### src/rtl/hcw_pkg.sv
// Purpose: shared constants and carriers for the code word assembler
// Assumes: one clock at 200 MHz, synchronous active-low reset
// Notes:   field positions follow the assembled word, lsb first
package hcw_pkg;

  // ****************************************************************
  // word layout
  // ****************************************************************
  localparam int HOP_W        = 32;
  localparam int FIX_W        = 32;
  localparam int SEED_W       = 60;
  localparam int FUNC_W       = 4;
  localparam int WORD_W       = 69;
  localparam int CRC_SPAN     = 65;
  localparam int LEN_BASE     = 67;
  localparam int LEN_QUEUE    = 69;
  localparam int SER_SHORT_W  = 28;
  localparam int DISCRIMINATION_VALUE_LONG_W  = 10;
  localparam int DISCRIMINATION_VALUE_SHORT_W = 8;
  localparam int POS_LOW_VOLTAGE_FLAG     = 64;
  localparam int POS_CRC      = 65;
  localparam int POS_QUEUE    = 67;
  localparam logic [3:0]  FUNC_SEED   = 4'hf;
  localparam logic [19:0] SEED_LIMIT  = 20'h0007f;
  localparam logic [19:0] PROD_LIMIT  = 20'h00080;
  localparam logic [15:0] CNT16_MAX   = 16'hffff;
  localparam logic [19:0] CNT20_MAX   = 20'hfffff;

  // ****************************************************************
  // timing
  // ****************************************************************
  localparam int  CLK_MHZ        = 200;
  localparam int  QUEUE_WIN_MS   = 2000;
  localparam int  STRETCH_MS     = 4;
  localparam int  SEED_DLY_MS_1  = 800;
  localparam int  SEED_DLY_MS_2  = 1600;
  localparam int  SEED_DLY_MS_3  = 3200;
  localparam longint QUEUE_WIN_CYC = longint'(QUEUE_WIN_MS) * CLK_MHZ * 1000;
  localparam longint STRETCH_CYC   = longint'(STRETCH_MS) * CLK_MHZ * 1000;
  localparam longint SEED_DLY_CYC1 = longint'(SEED_DLY_MS_1) * CLK_MHZ * 1000;
  localparam longint SEED_DLY_CYC2 = longint'(SEED_DLY_MS_2) * CLK_MHZ * 1000;
  localparam longint SEED_DLY_CYC3 = longint'(SEED_DLY_MS_3) * CLK_MHZ * 1000;

  // ****************************************************************
  // reset values
  // ****************************************************************
  localparam logic [1:0] QUEUE_RST = 2'h0;
  localparam logic [1:0] CRC_RST   = 2'h0;

  // ****************************************************************
  // carriers
  // ****************************************************************
  // per-encoder configuration set
  typedef struct packed {
    logic [31:0] serial_number;
    logic [9:0]  discrimination_value;
    logic [59:0] seed_value;
    logic [19:0] sync_counter;
    logic        first_overflow_bit;
    logic        second_overflow_bit;
    logic        extended_serial_enable;
    logic        queue_counter_enable;
    logic [3:0]  seed_button_field;
    logic        limited_seed_enable;
    logic [1:0]  seed_delay_select;
    logic        seed_production_mode;
    logic [1:0]  minimum_word_count;
  } hcw_cfg_t;

  // options common to both encoders
  typedef struct packed {
    logic counter_width_select;
    logic low_voltage_latch_enable;
    logic low_voltage_trip_select;
  } hcw_dev_t;

  typedef enum logic [1:0] {
    ST_IDLE  = 2'b00,
    ST_CRYPT = 2'b01,
    ST_DONE  = 2'b11,
    ST_SHIFT = 2'b10
  } hcw_state_t;

endpackage

### src/rtl/hcw_assembler.sv
// Purpose: assemble and shift out hopping and seed code words
// Assumes: cipher is external; counter storage is external
// Notes:   one code word per request, lsb first on tx_data
`timescale 1ns/1ps

module hcw_assembler (
  // clock and reset
  input  wire logic              clk,
  input  wire logic              rst_n,
  // configuration sets
  input  wire hcw_pkg::hcw_cfg_t cfg_first,
  input  wire hcw_pkg::hcw_cfg_t cfg_second,
  input  wire hcw_pkg::hcw_dev_t dev_opts,
  input  wire logic              config_select,
  // buttons and press events
  input  wire logic [5:0]        button_inputs,
  input  wire logic              press_start,
  // code word request and word counting
  input  wire logic              word_request,
  input  wire logic              first_preamble,
  input  wire logic [3:0]        words_sent,
  // cipher handshake
  output logic                   crypt_start,
  output logic [31:0]            crypt_plain,
  output logic                   crypt_first_key,
  input  wire logic              crypt_done,
  input  wire logic [31:0]       crypt_result,
  // low voltage detector
  input  wire logic              detector_low,
  output logic                   detector_trip_high,
  output logic                   detector_latched,
  output logic                   preamble_stretch,
  // counter update toward storage
  output logic                   counter_advance,
  output logic                   counter_word_seed,
  // serial output
  output logic                   tx_data,
  output logic                   tx_valid,
  output logic                   tx_last,
  output logic                   low_voltage_flag
);

  // ****************************************************************
  // configuration selection
  // ****************************************************************
  hcw_pkg::hcw_cfg_t cfg;
  logic [3:0]  func_code;
  logic [3:0]  btn_low;
  logic        seed_ok;
  logic        want_seed;
  logic        limit_seen;
  logic [31:0] hop_plain;
  logic [31:0] fixed_part;
  logic [1:0]  mtx_cnt;

  // live set follows select pin; device options shared
  assign cfg = config_select ? cfg_second : cfg_first;
  assign btn_low = button_inputs[3:0];

  // button to function mapping, patterns ORed
  always_comb begin
    func_code = 4'h0;
    if (button_inputs[0]) func_code = func_code | 4'h2;
    if (button_inputs[1]) func_code = func_code | 4'h4;
    if (button_inputs[2]) func_code = func_code | 4'h8;
    if (button_inputs[3]) func_code = func_code | 4'h1;
    if (button_inputs[4]) func_code = func_code | 4'he;
    if (button_inputs[5]) func_code = func_code | 4'hd;
  end

  // plaintext for the hopping part
  always_comb begin
    if (dev_opts.counter_width_select) begin
      hop_plain = {func_code, cfg.discrimination_value[7:0],
                   cfg.sync_counter};
    end else begin
      hop_plain = {func_code, cfg.second_overflow_bit,
                   cfg.first_overflow_bit,
                   cfg.discrimination_value,
                   cfg.sync_counter[15:0]};
    end
  end

  // fixed part: short serial plus function, or whole serial
  assign fixed_part = cfg.extended_serial_enable ? cfg.serial_number
    : {func_code, cfg.serial_number[27:0]};

  // seed eligibility; counter past limit keeps seeds off
  always_comb begin
    seed_ok = (cfg.seed_button_field != 4'h0) &&
              (btn_low == cfg.seed_button_field);
    if (cfg.limited_seed_enable &&
        (cfg.sync_counter > hcw_pkg::SEED_LIMIT || limit_seen))
      seed_ok = 1'b0;
  end

  assign mtx_cnt = cfg.minimum_word_count;

  // ****************************************************************
  // seed delay and production timing
  // ****************************************************************
  logic [31:0] press_timer_q;
  logic [31:0] delay_target;
  logic        delay_done;
  logic        prod_active;
  logic [3:0]  mtx_words;
  logic [1:0]  seed_limit_q;

  always_comb begin
    case (cfg.seed_delay_select)
      2'h1:    delay_target = 32'(hcw_pkg::SEED_DLY_CYC1);
      2'h2:    delay_target = 32'(hcw_pkg::SEED_DLY_CYC2);
      2'h3:    delay_target = 32'(hcw_pkg::SEED_DLY_CYC3);
      default: delay_target = 32'h0;
    endcase
  end

  assign delay_done = press_timer_q >= delay_target;
  assign mtx_words  = 4'h1 << mtx_cnt;

  // time since press start, saturating
  always_ff @(posedge clk) begin
    if (!rst_n) begin
      press_timer_q <= 32'h0;
    end else if (press_start) begin
      press_timer_q <= 32'h0;
    end else if (press_timer_q != 32'hffffffff) begin
      press_timer_q <= press_timer_q + 32'h1;
    end
  end

  // one sticky flag per set: a rolled-over counter stays past 127,
  // and one set's counter never disables the other set
  always_ff @(posedge clk) begin
    if (!rst_n) begin
      seed_limit_q <= 2'h0;
    end else begin
      if (cfg_first.sync_counter >= hcw_pkg::PROD_LIMIT)
        seed_limit_q[0] <= 1'b1;
      if (cfg_second.sync_counter >= hcw_pkg::PROD_LIMIT)
        seed_limit_q[1] <= 1'b1;
    end
  end

  assign limit_seen  = seed_limit_q[config_select];
  assign prod_active = cfg.seed_production_mode && !limit_seen &&
                       cfg.sync_counter < hcw_pkg::PROD_LIMIT;

  // seed choice: production after minimum words, otherwise after delay
  always_comb begin
    want_seed = 1'b0;
    if (seed_ok) begin
      if (prod_active)
        want_seed = words_sent >= mtx_words;
      else
        want_seed = delay_done;
    end
  end

  // ****************************************************************
  // low voltage detector
  // ****************************************************************
  logic low_voltage_flag_q;
  logic latch_q;
  logic stretch_q;
  logic [23:0] stretch_cnt_q;

  assign detector_trip_high = dev_opts.low_voltage_trip_select;
  assign detector_latched   = latch_q;
  assign low_voltage_flag   = low_voltage_flag_q;
  assign preamble_stretch   = stretch_q;

  // sample on first preamble pulse; latch holds the flag set
  always_ff @(posedge clk) begin
    if (!rst_n) begin
      low_voltage_flag_q  <= 1'b0;
      latch_q <= 1'b0;
    end else if (first_preamble) begin
      low_voltage_flag_q <= detector_low || latch_q;
      if (dev_opts.low_voltage_latch_enable && detector_low)
        latch_q <= 1'b1;
    end
  end

  // one 4 ms stretch when latch changes state
  always_ff @(posedge clk) begin
    if (!rst_n) begin
      stretch_q     <= 1'b0;
      stretch_cnt_q <= 24'h0;
    end else if (first_preamble && dev_opts.low_voltage_latch_enable &&
                 detector_low && !latch_q) begin
      stretch_q     <= 1'b1;
      stretch_cnt_q <= 24'(hcw_pkg::STRETCH_CYC - 1);
    end else if (stretch_cnt_q != 24'h0) begin
      stretch_cnt_q <= stretch_cnt_q - 24'h1;
    end else begin
      stretch_q <= 1'b0;
    end
  end

  // ****************************************************************
  // queue counter
  // ****************************************************************
  logic [1:0] queue_q;
  logic [3:0] last_func_q;

  // saturating repeat count within two seconds
  always_ff @(posedge clk) begin
    if (!rst_n) begin
      queue_q     <= hcw_pkg::QUEUE_RST;
      last_func_q <= 4'h0;
    end else if (press_start) begin
      last_func_q <= func_code;
      if (cfg.queue_counter_enable && func_code == last_func_q &&
          press_timer_q < 32'(hcw_pkg::QUEUE_WIN_CYC)) begin
        if (queue_q != 2'h3)
          queue_q <= queue_q + 2'h1;
      end else begin
        queue_q <= hcw_pkg::QUEUE_RST;
      end
    end
  end

  // ****************************************************************
  // hopping code, held per press
  // ****************************************************************
  hcw_pkg::hcw_state_t state_q;
  logic [31:0] hop_q;
  logic        hop_valid_q;

  assign crypt_start     = (state_q == hcw_pkg::ST_CRYPT);
  assign crypt_plain     = hop_plain;
  assign crypt_first_key = !config_select;

  // result captured once per press, reused by repeats
  always_ff @(posedge clk) begin
    if (!rst_n) begin
      hop_q       <= 32'h0;
      hop_valid_q <= 1'b0;
    end else if (press_start) begin
      hop_valid_q <= 1'b0;
    end else if (state_q == hcw_pkg::ST_CRYPT && crypt_done) begin
      hop_q       <= crypt_result;
      hop_valid_q <= 1'b1;
    end
  end

  // ****************************************************************
  // word assembly and shifter
  // ****************************************************************
  logic [68:0] word_q;
  logic [6:0]  bit_cnt_q;
  logic [6:0]  word_len_q;
  logic [1:0]  crc_q;
  logic        seed_word_q;
  logic [64:0] body;
  logic        crc_in;

  // body: lsb first hopping then fixed, or seed then function
  always_comb begin
    if (want_seed)
      body = {low_voltage_flag_q, hcw_pkg::FUNC_SEED, cfg.seed_value};
    else
      body = {low_voltage_flag_q, fixed_part, hop_q};
  end

  assign crc_in = word_q[0];

  // word state
  always_ff @(posedge clk) begin
    if (!rst_n) begin
      state_q <= hcw_pkg::ST_IDLE;
    end else begin
      case (state_q)
        hcw_pkg::ST_IDLE:
          if (word_request)
            state_q <= hop_valid_q ? hcw_pkg::ST_SHIFT
                                   : hcw_pkg::ST_CRYPT;
        hcw_pkg::ST_CRYPT:
          if (crypt_done) state_q <= hcw_pkg::ST_DONE;
        hcw_pkg::ST_DONE:
          state_q <= hcw_pkg::ST_SHIFT;
        hcw_pkg::ST_SHIFT:
          if (bit_cnt_q == word_len_q - 7'h1)
            state_q <= hcw_pkg::ST_IDLE;
        default:
          state_q <= hcw_pkg::ST_IDLE;
      endcase
    end
  end

  // load then shift lsb first; crc runs over first 65 bits
  always_ff @(posedge clk) begin
    if (!rst_n) begin
      word_q      <= 69'h0;
      bit_cnt_q   <= 7'h0;
      word_len_q  <= 7'(hcw_pkg::LEN_BASE);
      crc_q       <= hcw_pkg::CRC_RST;
      seed_word_q <= 1'b0;
    end else if ((state_q == hcw_pkg::ST_IDLE && word_request &&
                  hop_valid_q) || state_q == hcw_pkg::ST_DONE) begin
      word_q      <= {queue_q, 2'h0, body};
      word_len_q  <= cfg.queue_counter_enable ? 7'(hcw_pkg::LEN_QUEUE)
                                              : 7'(hcw_pkg::LEN_BASE);
      bit_cnt_q   <= 7'h0;
      crc_q       <= hcw_pkg::CRC_RST;
      seed_word_q <= want_seed;
    end else if (state_q == hcw_pkg::ST_SHIFT) begin
      bit_cnt_q <= bit_cnt_q + 7'h1;
      word_q    <= {1'b0, word_q[68:1]};
      if (bit_cnt_q < 7'(hcw_pkg::CRC_SPAN))
        crc_q <= {crc_q[0] ^ crc_in, crc_q[0] ^ crc_in ^ crc_q[1]};
      // with the flag bit going out, the two empty slots get the crc
      if (bit_cnt_q == 7'(hcw_pkg::CRC_SPAN - 1))
        word_q <= {65'h0, word_q[4:3], crc_q[0] ^ crc_in,
                   crc_q[0] ^ crc_in ^ crc_q[1]};
    end
  end

  assign tx_valid = (state_q == hcw_pkg::ST_SHIFT);
  assign tx_last  = tx_valid && (bit_cnt_q == word_len_q - 7'h1);

  // data straight from the shifter lsb
  assign tx_data = word_q[0];

  // counter advance at end of word
  always_ff @(posedge clk) begin
    if (!rst_n) begin
      counter_advance   <= 1'b0;
      counter_word_seed <= 1'b0;
    end else begin
      counter_advance <= tx_last && (!seed_word_q || prod_active ||
                         cfg.seed_delay_select != 2'h0);
      counter_word_seed <= seed_word_q;
    end
  end
endmodule

### config.mk
export PLATFORM = sky130hd
export DESIGN_NAME = hcw_assembler
export DESIGN_NICKNAME = d
export VERILOG_FILES = /design/src/rtl/hcw_pkg.sv /design/src/rtl/hcw_assembler.sv
export SDC_FILE = /design/constraint.sdc
export NUM_CORES = 1
export LEC_CHECK = 0
export BUFFER_PORTS_ARGS = -buffer_cell sky130_fd_sc_hd__buf_2
export CAP_MARGIN = 5
export CORE_MARGIN = 3
export CORE_UTILIZATION = 50
export CTS_CLUSTER_SIZE = 8
export DETAILED_ROUTE_END_ITERATION = 6
export PLACE_DENSITY_LB_ADDON = 0.08
export SYNTH_ARGS = -nofsm -noshare
export SYNTH_HDL_FRONTEND = slang
export SYNTH_SLANG_ARGS = --single-unit
### constraint.sdc
create_clock -name clk -period 9.5 [get_ports clk]
set_input_delay 0.95 -clock clk [delete_from_list [all_inputs] [get_ports clk]]
set_output_delay 0.95 -clock clk [all_outputs]
set_load 0.005 [all_outputs]
Yosys cells after proc, flatten, opt, wreduce, memory -nomap -nowiden
Index checks and enable logic that the tools add are counted.
- flip-flop bits (word level): 190
- input port bits: 325
- output and inout port bits: 43
- logic and storage cells: 126
- $add $sub $neg: 5
- order comparisons: 9
- eq/ne operators: 17
- shift operators: 1
- multiplexer cells: 31
- bitwise gates (word level): 4
- reductions and logical operators: 38
- operators by type and width (cell ; count):
    $mux 69 ; 2
    $mux 136 ; 1
    $pmux 30 s3 ; 1
    $mux 68 ; 1
    $mux 64 ; 1
    $ge 20x8->1 const B ; 2
    $mux 20 ; 2
    $add 32x1->32 const B ; 1
    $ge 32x32->1 ; 1
    $lt 32x29->1 const B ; 1
    $mux 32 ; 1
    $ne 32x32->1 const B ; 1
    $mux 28 ; 1
    $reduce_bool 24->1 ; 1
    $sub 24x1->24 const B ; 1
    $gt 20x7->1 const B ; 1
    $lt 20x8->1 const B ; 1
    $logic_and 1x1->1 ; 15
    $mux 2 ; 7
    $mux 4 ; 3
    $eq 2x2->1 const B ; 4
    $eq 4x4->1 ; 2
    $mux 1 ; 8
    $pmux 2 s4 ; 1
    other kinds (23) ; 45

Logic depth before layout (Yosys ltp)
- depth after elaboration: 11
- mapped depth: 19
- depth with buffers taken out: 12

Worst setup path before layout
No wires, ideal clock.
- path type: input port to flip-flop
- start: input port config_select
- end: register word_q[0]
- library setup time: 122 ps
- arrival: 5316 ps
- data required time: 9378 ps
- setup slack: 4062 ps
- stages on the path: 17
- path buffers: 6
- path through: buf_2 -> buf_1 -> clkbuf_1 -> buf_2 -> clkbuf_1 -> mux2i_1 -> inv_1 -> ha_1 -> inv_1 -> ha_1 -> a211o_1 -> a221oi_1 -> o21ai_0 -> a211oi_1 -> clkbuf_1 -> nor4_1 -> a311o_1
- cells in the longest elaborated chain, start to end: 9
- elaborated cells between the ends (all ways): 25
- ends and longest elaborated chain (what ; RTL line ; source):
    start: declaration ; hcw_assembler.sv:14 ; input wire logic config_select,
    parallel branches: the longest is 7 deep, another holds $ge 32x32->1 ; n/a ;
    $mux 64 * ; hcw_assembler.sv:261 ; if (want_seed)
    $mux 69 * ; hcw_assembler.sv:300 ; end else if ((state_q == hcw_pkg::ST_IDLE && word_request &&
    end signal: assignment ; hcw_assembler.sv:302 ; word_q <= {queue_q, 2'h0, body};
    end signal: assignment ; hcw_assembler.sv:310 ; word_q <= {1'b0, word_q[68:1]};
    end signal: assignment ; hcw_assembler.sv:315 ; word_q <= {65'h0, word_q[4:3], crc_q[0] ^ crc_in,
    end: declaration ; hcw_assembler.sv:251 ; logic [68:0] word_q;
Mark *: on every way between the ends. The select of a mux whose other input is x is not followed.
A chain may end at the register's enable or synchronous reset.

Worst setup path in the final report
- start: input port config_select
- end: register word_q[32]
Same word-level chain as after synthesis.

==> impl_metrics.tcl <==
set metrics [dict create \
    clkLatencyLatePin_ns 0.43 \
    fin_skew_ns 0.0141 \
    drt-pass1-iter-count 4 \
    cp_cell_sequence "buf_6, mux2i_1, inv_1, ha_1, inv_1, ha_1, a211o_1, a221oi_1, o21ai_0, a211oi_4, buf_4, or2_2, buf_4, o311ai_0" \
    row_count 54 \
    drcViolationCount 0 \
    hold_slack_ns 0.456 \
    cpMaxStageDelayCell "buf_4" \
    syn-num-nets 1677 \
    post_cts_buffers 0 \
    crit_type "primary input to flop" \
    finalInstanceArea_um2 13500 \
    cts_resized 0 \
    final_util_pct 61.8 \
    wl_met3_um 1860 \
    worst_hold_path.num_cells 2 \
    layoutNonFillerInstCount 1892 \
    r2r_slack_ns 5.86 \
    clk_pin_slew_worst_paths_ns 0.07 \
    drive_above_1_share_pct 30.3 \
    cts-htree-levels 4 \
    drt_iter0_drc 705 \
    ir_drop_mv 0.115 \
    grt_pass1_vias 10100 \
    cts_hold_buf 0 \
    start_util_pct 51.1 \
    globalplace.congestion 0.966 \
    ios 368 \
    cp_max_fo 74 \
    fin_nets 1956 \
    setup_viol 0 \
    yosys.area.top_type "dfxtp_1" \
    met1_length_um 15500 \
    worstHoldStart "word_q[66]" \
    overflow 0 \
    hpwl_um 24500 \
    r2r_end "word_q[32]" \
    ys_warn_count 0 \
    grt_setup_unrepaired "false" \
    synthArstFlopShare_pct 0 \
    core_um2 21900 \
    worstPathBufferInverterCount 5 \
    post-route-period-util_pct 55.3 \
    crit_path_start_kind "primary input" \
    clock_sinks 185 \
    max_stage_delay_ns 0.54 \
    final.min_clock_period_ns 5.25 \
    power.density_nw_per_um2 154 \
    place_area_um2 13000 \
    dieArea_um2 24200 \
    fmax_ghz 0.190 \
    highest_layer "met4" \
    synth_top_flop_cell "dfxtp_1" \
    clockBufferDepth 2 \
    outcome "finished clean" \
    wl_um 33900 \
    port_buffers 365 \
    viasPerCell 5.74 \
    antenna_found_initial 0 \
    wl_met2_um 16200 \
    ys_ff_latch 185 \
    hold-path-endpoint "word_q[66]" \
    cp.required_ns 9.76 \
    synth-seq-area-share_pct 33.1 \
    post-place-cells 1860 \
    r2r_cells 9 \
    cts_inserted_buffers 17 \
    ys_types 62 \
    tns_ns 0 \
    finalMaxSlewViolations 0 \
    worst_ep_arrival_time_ns 5.51 \
    grt_pass1_wl_um 52600 \
    yosysTopAreaCellShare_pct 33.1 \
    end_kind "flop" \
    slew-limit-headroom_pct 29.5 \
    maxCapViolCount 0 \
    drtAntennaViolNets 0 \
    cellLeakagePower_nw 5.68 \
    vias 10900 \
    routedWlPerCell_um 17.9 \
    cts_tree "done" \
    syn_avg_cell_area_um2 8.48 \
    worst_slew_pin_slew_ns 1.06 \
    synth-edff-count 0 \
    die_h_um 156 \
    grt_max_degree 78 \
    hp-class "flop to flop" \
    netlist_area_um2 11200 \
    antennaDiodeCount 0 \
    regToRegStartpoint "press_timer_q[21]" \
    hold_viol 0 \
    grt_usage_pct 26.6 \
    die_w_um 156 \
    synthCells 1320 \
    cts_root_buffer "clkbuf_16" \
    area_growth_pct 20.8 \
    crit_family "buffers and inverters" \
    synth_area_leaders "dfxtp_1 33%, mux2i_1 8.1%, nand2_1 6.1%" \
]
per-layer routing:
layer / up-vias / GRT usage [%]
met5: - / 0
met4: 0 / 5.84
met3: 36 / 4.27
met2: 289 / 43.6
met1: 5159 / 37.3
li1: 5375 / -
cells by family (layout without fill, tap and decap cells):
logic type | after synthesis | count (layout) | share of synthesized area (%)
AO/OA/AOI/OAI | 337 | 337 | 21.9
XOR/XNOR | 64 | 64 | 5.01
adder cells (fa/ha/maj) | 32 | 32 | 3.58
buffers and inverters | 146 | 438 | 5.83
flip-flops | 185 | 185 | 33.1
multiplexers | 131 | 131 | 13.4
AND/OR/NAND/NOR | 425 | 425 | 17.2
area by class of cell:
| cell class | count | area, um2 |
|---|---|---|
| fill | 2009 | 8370 |
| clock inverter | 14 | 133 |
| multi-input combinational | 989 | 6870 |
| clock buffer | 18 | 439 |
| inverter | 31 | 116 |
| sequential | 185 | 3700 |
| timing repair buffer | 375 | 1910 |
| tap | 280 | 350 |
where the power goes:
part / internal, mW / switching [mW] / total [mW]
clock network: 0.376 / 0.326 / 0.702
logic: 0.232 / 0.254 / 0.486
registers: 0.838 / 0.0531 / 0.891
state kept, by name, indices dropped and copies added, names as in the netlist:
signal	count
bit_cnt_q	7
counter_advance	1
counter_word_seed	1
crc_q	2
detector_latched	1
hop_q	32
hop_valid_q	1
last_func_q	4
low_voltage_flag	1
preamble_stretch	1
press_timer_q	32
queue_q	2
seed_limit_q	2
seed_word_q	1
state_q	2
stretch_cnt_q	24
word_len_q	2
word_q	69
tightest hold or removal path, delay by kind of cell, from the launching register on:
kind	cells	cell delay, ns
flip-flops	1	0.31
AO/OA/AOI/OAI	1	0.05
AND/OR/NAND/NOR	1	0.05
worst max path at each step:
| stage | cells after the start | end | slack, ns | start |
|---|---|---|---|---|
| 2_1_floorplan | 17 | word_q[0] | 4.06 | config_select |
| 3_3_place_gp | 14 | word_q[34] | 3.89 | config_select |
| 3_5_place_dp | 14 | word_q[34] | 3.76 | config_select |
| 4_1_cts | 14 | word_q[32] | 4.21 | config_select |
| 5_1_grt | 14 | word_q[32] | 3.86 | config_select |
| 6_report | 14 | word_q[32] | 4.25 | config_select |
cells in the mapped netlist, drive strengths merged, types with 3 or more instances:
library cell / count
nor4: 13
nor2: 106
mux4: 12
or4: 9
nor3b: 5
or2: 3
buf: 39
and4: 4
and2: 3
o311ai: 28
a211oi: 7
a31o: 31
mux2: 28
a21o: 3
xnor2: 39
nand3: 20
a21boi: 41
clkbuf: 76
o41ai: 21
a2111oi: 4
or3: 14
dfxtp: 185
o21ai: 67
ha: 32
nand4: 13
a22o: 47
a211o: 3
a31oi: 6
nor2b: 8
o21a: 3
inv: 30
nand4b: 3
xor2: 25
mux2i: 91
o32ai: 11
o211a: 5
and3: 4
nand2: 181
a21oi: 46
nand2b: 5
nor3: 30
metrics by stage:
stage / total power, mW / setup slack [ns]
4_1_cts: 2.09 / 4.21
3_5_place_dp: 1.39 / 3.76
3_3_place_gp: 1.38 / 3.89
6_report: 2.08 / 4.25
2_1_floorplan: 1.23 / 4.06
5_1_grt: 2.19 / 3.86
placed cells by master (no fill, tap or decap), drive strengths merged, types with 14 or more instances in the layout:
cell type / count
a21boi: 41
a21oi: 46
a22o: 47
a31o: 31
buf: 375
clkbuf: 18
dfxtp: 185
ha: 32
inv: 38
mux2: 28
mux2i: 91
nand2: 181
nand3: 20
nor2: 106
nor3: 30
o21ai: 67
o311ai: 28
o41ai: 21
or3: 14
xnor2: 39
xor2: 25
(Power assumes the default switching activity.)
